===== src/rtl/pwm_motor_pkg.sv =====
package pwm_motor_pkg;

	// Register map, word indices on the register port
	localparam int          ADDR_W         = 2;
	localparam int          DATA_W         = 32;
	localparam logic [1:0]  IDX_PERIOD     = 2'h0;
	localparam logic [1:0]  IDX_HIGH       = 2'h1;
	localparam logic [1:0]  IDX_CTRL       = 2'h2;

	// Control register fields
	localparam int          CTRL_RUN_BIT   = 0;
	localparam int          CTRL_DIR_BIT   = 1;
	localparam int          CTRL_ACT_BIT   = 2;

	// Reset values
	localparam logic [31:0] PERIOD_RESET   = 32'h0000_0000;
	localparam logic [31:0] HIGH_RESET     = 32'h0000_0000;
	localparam logic        RUN_RESET      = 1'b0;
	localparam logic        DIR_RESET      = 1'b0;
	localparam logic [31:0] UNMAPPED_VALUE = 32'h0000_0000;

	// Run state machine
	typedef enum logic [1:0] {
		ST_IDLE = 2'b01,
		ST_RUN  = 2'b10
	} run_state_t;

endpackage


===== src/rtl/dc_motor_pwm_controller.sv =====
// Summary of operation
// - Period register, word 0, 32 bits
// - High-time register, word 1, 32 bits
// - Control bit 0 starts or stops
// - Control bit 1 selects direction
// - Duty cycle sets motor speed
`timescale 1ns/100ps

module dc_motor_pwm_controller
	import pwm_motor_pkg::*;
#(
	parameter int WIDTH = DATA_W
) (
	input  wire logic              mclk,           // System clock, 250 MHz
	input  wire logic              reset_n,        // Async reset, active low
	input  wire logic [ADDR_W-1:0] reg_addr,       // Register word index
	input  wire logic              reg_write,      // Write strobe
	input  wire logic              reg_read,       // Read strobe
	input  wire logic [WIDTH-1:0]  reg_wdata,      // Write data
	output logic      [WIDTH-1:0]  reg_rdata,      // Read data
	output logic                   reg_rvalid,     // Read data valid pulse
	output logic                   motor_drive_a,  // Bridge input A, forward
	output logic                   motor_drive_b,  // Bridge input B, backward
	output logic                   motor_forward,  // Applied direction
	output logic                   pwm_active      // Generator running
);

	logic [WIDTH-1:0] pwm_period_ticks_reg;
	logic [WIDTH-1:0] pwm_high_ticks_reg;
	logic             run_reg;
	logic             dir_reg;
	logic [WIDTH-1:0] period_act_reg;
	logic [WIDTH-1:0] high_act_reg;
	logic             dir_act_reg;
	run_state_t       state_reg;
	run_state_t       state_next;
	logic             wr_period;
	logic             wr_high;
	logic             wr_ctrl;
	logic             cnt_enable;
	logic             cnt_wrap;
	logic             cnt_level;
	logic             load_shadow;
	logic [WIDTH-1:0] rdata_next;

	function automatic logic hit(input logic [ADDR_W-1:0] addr, input logic [ADDR_W-1:0] idx);
		hit = (addr == idx);
	endfunction

	always_comb begin
		wr_period = reg_write && hit(reg_addr, IDX_PERIOD);
		wr_high   = reg_write && hit(reg_addr, IDX_HIGH);
		wr_ctrl   = reg_write && hit(reg_addr, IDX_CTRL);
	end

	always_ff @(posedge mclk or negedge reset_n) begin
		if (!reset_n) begin
			pwm_period_ticks_reg <= PERIOD_RESET;
		end else if (wr_period) begin
			pwm_period_ticks_reg <= reg_wdata;
		end
	end

	always_ff @(posedge mclk or negedge reset_n) begin
		if (!reset_n) begin
			pwm_high_ticks_reg <= HIGH_RESET;
		end else if (wr_high) begin
			pwm_high_ticks_reg <= reg_wdata;
		end
	end

	always_ff @(posedge mclk or negedge reset_n) begin
		if (!reset_n) begin
			run_reg <= RUN_RESET;
		end else if (wr_ctrl) begin
			run_reg <= reg_wdata[CTRL_RUN_BIT];
		end
	end

	always_ff @(posedge mclk or negedge reset_n) begin
		if (!reset_n) begin
			dir_reg <= DIR_RESET;
		end else if (wr_ctrl) begin
			dir_reg <= reg_wdata[CTRL_DIR_BIT];
		end
	end

	always_comb begin
		state_next = state_reg;
		unique case (state_reg)
			ST_IDLE: begin
				if (run_reg) begin
					state_next = ST_RUN;
				end
			end
			ST_RUN: begin
				if (!run_reg) begin
					state_next = ST_IDLE;
				end
			end
			default: begin
				state_next = ST_IDLE;
			end
		endcase
	end

	always_ff @(posedge mclk or negedge reset_n) begin
		if (!reset_n) begin
			state_reg <= ST_IDLE;
		end else begin
			state_reg <= state_next;
		end
	end

	assign cnt_enable  = (state_reg == ST_RUN);
	// New counts only at a cycle edge, so no runt pulse reaches the bridge
	assign load_shadow = ((state_reg == ST_IDLE) && run_reg) || cnt_wrap;

	always_ff @(posedge mclk or negedge reset_n) begin
		if (!reset_n) begin
			period_act_reg <= PERIOD_RESET;
			high_act_reg   <= HIGH_RESET;
		end else if (load_shadow) begin
			period_act_reg <= pwm_period_ticks_reg;
			high_act_reg   <= pwm_high_ticks_reg;
		end
	end

	// Direction swaps at a cycle edge to spare the bridge a mid-pulse reversal
	always_ff @(posedge mclk or negedge reset_n) begin
		if (!reset_n) begin
			dir_act_reg <= DIR_RESET;
		end else if (load_shadow) begin
			dir_act_reg <= dir_reg;
		end
	end

	pwm_tick_counter #(
		.WIDTH     (WIDTH)
	) u_counter (
		.mclk      (mclk),
		.reset_n   (reset_n),
		.enable    (cnt_enable),
		.period    (period_act_reg),
		.high_time (high_act_reg),
		.wrap      (cnt_wrap),
		.level     (cnt_level)
	);

	always_ff @(posedge mclk or negedge reset_n) begin
		if (!reset_n) begin
			motor_drive_a <= 1'b0;
			motor_drive_b <= 1'b0;
		end else begin
			motor_drive_a <= cnt_enable && cnt_level && dir_act_reg;
			motor_drive_b <= cnt_enable && cnt_level && !dir_act_reg;
		end
	end

	always_ff @(posedge mclk or negedge reset_n) begin
		if (!reset_n) begin
			motor_forward <= DIR_RESET;
			pwm_active    <= 1'b0;
		end else begin
			motor_forward <= dir_act_reg;
			pwm_active    <= cnt_enable;
		end
	end

	always_comb begin
		rdata_next = UNMAPPED_VALUE;
		unique case (reg_addr)
			IDX_PERIOD: begin
				rdata_next = pwm_period_ticks_reg;
			end
			IDX_HIGH: begin
				rdata_next = pwm_high_ticks_reg;
			end
			IDX_CTRL: begin
				rdata_next[CTRL_RUN_BIT] = run_reg;
				rdata_next[CTRL_DIR_BIT] = dir_reg;
				// Bit 2 reports the generator state
				rdata_next[CTRL_ACT_BIT] = cnt_enable;
			end
			default: begin
				rdata_next = UNMAPPED_VALUE;
			end
		endcase
	end

	// One cycle read latency; data holds until the next read
	always_ff @(posedge mclk or negedge reset_n) begin
		if (!reset_n) begin
			reg_rdata <= '0;
		end else if (reg_read) begin
			reg_rdata <= rdata_next;
		end
	end

	// One pulse per read strobe, no wait states
	always_ff @(posedge mclk or negedge reset_n) begin
		if (!reset_n) begin
			reg_rvalid <= 1'b0;
		end else begin
			reg_rvalid <= reg_read;
		end
	end

endmodule // dc_motor_pwm_controller


===== src/rtl/pwm_tick_counter.sv =====
`timescale 1ns/100ps

module pwm_tick_counter
	import pwm_motor_pkg::*;
#(
	parameter int WIDTH = DATA_W
) (
	input  wire logic             mclk,       // System clock
	input  wire logic             reset_n,    // Async reset, active low
	input  wire logic             enable,     // Count while high, clear when low
	input  wire logic [WIDTH-1:0] period,     // Ticks per cycle
	input  wire logic [WIDTH-1:0] high_time,  // High ticks per cycle
	output logic                  wrap,       // Last tick of the cycle
	output logic                  level       // Registered pulse level
);

	logic [WIDTH-1:0] count_reg;
	logic [WIDTH-1:0] count_next;

	always_comb begin
		wrap       = enable && ((period == '0) || (count_reg >= period - WIDTH'(1)));
		count_next = wrap ? '0 : count_reg + WIDTH'(1);
	end

	always_ff @(posedge mclk or negedge reset_n) begin
		if (!reset_n) begin
			count_reg <= '0;
		end else if (!enable) begin
			count_reg <= '0;
		end else begin
			count_reg <= count_next;
		end
	end

	always_ff @(posedge mclk or negedge reset_n) begin
		if (!reset_n) begin
			level <= 1'b0;
		end else begin
			level <= enable && (period != '0) && (count_reg < high_time);
		end
	end

endmodule // pwm_tick_counter


===== config.mk =====
export PLATFORM = sky130hd
export DESIGN_NAME = dc_motor_pwm_controller
export DESIGN_NICKNAME = d
export VERILOG_FILES = /design/src/rtl/pwm_motor_pkg.sv /design/src/rtl/dc_motor_pwm_controller.sv /design/src/rtl/pwm_tick_counter.sv
export SDC_FILE = /design/constraint.sdc
export NUM_CORES = 1
export LEC_CHECK = 0
export BUFFER_PORTS_ARGS = -buffer_cell sky130_fd_sc_hd__buf_2
export CORE_ASPECT_RATIO = 0.75
export CORE_MARGIN = 2
export CORE_UTILIZATION = 46
export DETAILED_ROUTE_END_ITERATION = 12
export GPL_TIMING_DRIVEN = 0
export HOLD_SLACK_MARGIN = 0.15
export PLACE_DENSITY = 0.7
export SLEW_MARGIN = 5
export SYNTH_ARGS = -nofsm -noshare
export SYNTH_HDL_FRONTEND = slang
export SYNTH_SLANG_ARGS = --single-unit

===== constraint.sdc =====
create_clock -name mclk -period 3.6 [get_ports mclk]
set_clock_uncertainty 0.1 [all_clocks]
set_input_delay 0 -clock mclk [delete_from_list [all_inputs] [get_ports mclk]]
set_output_delay 0 -clock mclk [all_outputs]
set_load 0.01 [all_outputs]

==> PnR_summary.wiki <==
{| class="wikitable"
! Metric !! Value
|-
| Antenna Violating Nets Remaining || 0
|-
| Post-synth design cell area || around 0.011 mm2
|-
| Number of library cell types mapped by synthesis || just over 50
|-
| Post-layout net count || between 1000 and 1500
|-
| Via count of the first global-routing pass || 8321
|-
| Fin. max-slew vios || 0
|-
| Instance count after placement with tap cells included || around 1400
|-
| Diode insertion count for antenna repair || 0
|-
| Fraction of final layout cells sized beyond drive strength 1 || 27.2%
|-
| Category of the worst setup path launch point || flip-flop
|-
| Syn avg cell area || 10.1 um2
|-
| Worst vdd ir || ~470 uV
|-
| Setup TNS || -12.31 ns
|-
| Most frequently used flop master after synthesis || dfrtp_1
|-
| Placed wire-length estimate || roughly 19000 um
|-
| TritonCTS clock tree || yes
|-
| Multi-input gate area in the final layout || 0.00563 mm2
|-
| Number of endpoints with negative hold slack in the final report || 0
|-
| Storage cell area || approximately 0.0051 mm2
|-
| Fraction of registers with async set/reset || 100%
|-
| Area added between synthesis and finish || 28.3%
|-
| Setup WS post-layout || -0.185 ns
|-
| Worst slew margin relative to its limit || between 40% and 50%
|-
| Power density of the placed cells || roughly 630 mW/mm2
|-
| Mean number of vias per cell || ~5.6
|-
| Top library cells by usage in the layout, fill and taps aside || dfrtp_1 (195), nand2_1 (164), buf_2 (74), inv_1 (72), mux2_2 (66)
|-
| Hold path startpoint || reg_wdata[22]
|-
| Post-route clock period utilization || 105%
|-
| Worst endpoint data arrival time || a little over 4 ns
|-
| DRC violations left || 0
|-
| Register bit total from synthesis || around 200
|-
| Number of standard-cell rows in the floorplan || 47
|-
| Total Routing Usage GR || 23.1%
|-
| Type of the setup path with the least slack || flip-flop to flip-flop
|-
| EDFF count, synth || 0
|-
| Maximum clock rate || roughly 260 MHz
|-
| Root buffer selected by CTS || clkbuf_16
|-
| Final worst hold slack || 0.183 ns
|-
| Startpoint of the worst setup timing path || period_act_reg[8]
|-
| Max Fanout on Critical Path || 10
|-
| Minimum clock period || approximately 3.8 ns
|-
| Worst-path clk slew || approximately 0.06 ns
|-
| Non-filler cells in the finished layout || about 1500
|-
| Vertical extent of the die || about 140 um
|-
| DIE WIDTH || approximately 180 um
|-
| Wire length of the first global-routing pass || approximately 44000 um
|-
| H-tree depth || 1
|-
| Status || complete, but fails checks
|-
| Minimum setup slack after placement || -0.645 ns
|-
| Most common cell after layout, fill and taps aside || dfrtp_1
|-
| Hold Path Class || input pin to flip-flop
|-
| Wire length reported by the detailed router || 28000 um
|-
| Skew-Pair Late Insertion Delay || between 0.5 and 0.6 ns
|-
| Pre-Repair DR Iteration Count || 5
|-
| Final weighted congestion in routability-driven placement || 0.911
|-
| Unrepaired setup endpoints after global routing || yes
|-
| 1st-iter DRT viols || between 400 and 500
|-
| Clock sink count || about 200
|-
| Count of synthesis-stage warnings from yosys || 0
|-
| Synth Instances || between 1000 and 1500
|-
| I/O Buffers || between 70 and 80
|-
| I/O pin count || 75
|-
| Die area || about 0.024 mm2
|-
| Fraction of the yosys area taken by sequential cells || 48.1%
|-
| Count of maximum capacitance violations || 0
|-
| Core Footprint || ~0.022 mm2
|-
| Final setup viols || 96
|-
| Maximum number of pins on one net before global-route repair || between 100 and 150
|-
| Inserted Clock Buffers || 21
|-
| Leak Pwr || between 0.006 and 0.007 uW
|-
| Violations in the final reports || negative setup slack
|-
| Data required time of the worst path || between 3 and 4 ns
|-
| Worst Setup End Kind || flip-flop
|-
| Register-to-register setup slack || -0.18 ns
|-
| Longest Clk Path Bufs || 3
|-
| R2r startpoint || period_act_reg[8]
|-
| Slew at the pin with the worst max-slew slack || between 0.8 and 0.9 ns
|-
| Congestion Overflow GR || 0
|-
| Initial Utilization || a little under half
|-
| Number of antenna violations at the first check in global routing || 0
|-
| Final routed wire length divided by cell count || about 18 um
|-
| Vias after detailed routing || ~8500
|-
| Fill cells || between 1500 and 2000
|-
| Post-Syn Nets || approximately 1100
|}
## path summary, 6_finish.rpt
| check | to | depth (start not counted) |
|---|---|---|
| max in group asynchronous | period_act_reg[2] | 4 |
| min reg2reg | motor_drive_b | 2 |
| min | pwm_high_ticks_reg[22] | 3 |
| max reg2reg | high_act_reg[24] | 14 |
| min in group asynchronous | state_reg[0] | 3 |
| max | high_act_reg[24] | 14 |
## cells in the mapped netlist (4+ instances only)
cell type / number / area (um2)
o21ai_0: 11 / 55.1
nand2_1: 168 / 631
dfrtp_1: 202 / 5050
buf_6: 11 / 124
nor4_1: 8 / 50.1
buf_1: 7 / 26.3
mux2i_1: 32 / 320
ha_1: 65 / 813
a21oi_1: 30 / 150
nand4_1: 19 / 119
nor2b_1: 7 / 43.8
a21o_1: 11 / 82.6
nor3b_1: 4 / 30.0
nand3_1: 9 / 45.0
or4_1: 6 / 45.0
inv_1: 73 / 274
o22ai_1: 94 / 588
nor2_1: 69 / 259
buf_2: 6 / 30.0
and3_1: 5 / 31.3
clkbuf_1: 28 / 105
xnor2_1: 35 / 307
mux2_2: 66 / 743
xor2_1: 25 / 219
nor3_1: 14 / 70.1
## routing by layer
layer | part of all wire (%) | vias up | track usage (%)
li1 | - | 3985 | -
met1 | 48 | 4249 | 35.7
met2 | 44 | 243 | 34.2
met3 | 5.2 | 42 | 3.59
met4 | 2.0 | 0 | 5.33
met5 | 0 | - | 0
## layout make-up
class,count,share of cell area [%]
Inverter,73,2.02
Tap cell,294,2.72
Timing Repair Buffer,149,8.58
Clock buffer,28,4.30
Sequential cell,203,37.6
Clock inverter,8,0.693
Multi-Input combinational cell,717,41.6
Buffer,52,2.49
## logic make-up (layout without fill, tap and decap cells)
group / Yosys count / in the layout / share of synthesized area [%]
simple gates: 332 / 332 / 14.3
flops: 203 / 203 / 48.1
xor+xnor: 60 / 60 / 4.98
fa+ha+maj: 65 / 65 / 7.71
buf+inv: 125 / 310 / 5.30
mux: 98 / 98 / 10.1
compound gates: 162 / 162 / 9.54
## stage by stage
step           util, %  power (uW)  cell area [um2]
3_3_place_gp      50.8        5490            11300
6_report          60.8        8540            13500
3_5_place_dp      51.0        5590            11400
5_1_grt           60.8        9020            13500
2_1_floorplan        -        4810            10600
4_1_cts           57.6        8090            12800
## worst max-delay path, stage by stage (launching register included)
cell and delay, ns:
dfrtp_2 0.46, nor4_4 0.40, nand3_2 0.16, or2_4 0.28
or4b_4 0.48, xor2_1 0.16, ha_1 0.31, nand2_2 0.10
o21ai_2 0.08, a211o_1 0.32, nor3b_2 0.27, a21oi_4 0.11
buf_6 0.16, buf_8 0.15, o22ai_1 0.16
## power by group
group	switching, uW	internal [uW]	total [uW]
sequential	410	2680	3090
clock	890	1280	2170
combinational	1800	1470	3280
total	3100	5430	8540
## repair_timing
| item | CTS | global route |
|---|---|---|
| gates resized for setup | 50 | 117 |
| endpoints found under the setup margin | 97 | 97 |
| cloned | 3 | 4 |
| hold buffers | 42 | 0 |
| buffers inserted | 16 | 11 |
| endpoints found under the hold margin | 275 | 0 |
| pin swaps | 13 | 53 |
Power figures use the tool's default switching activity.
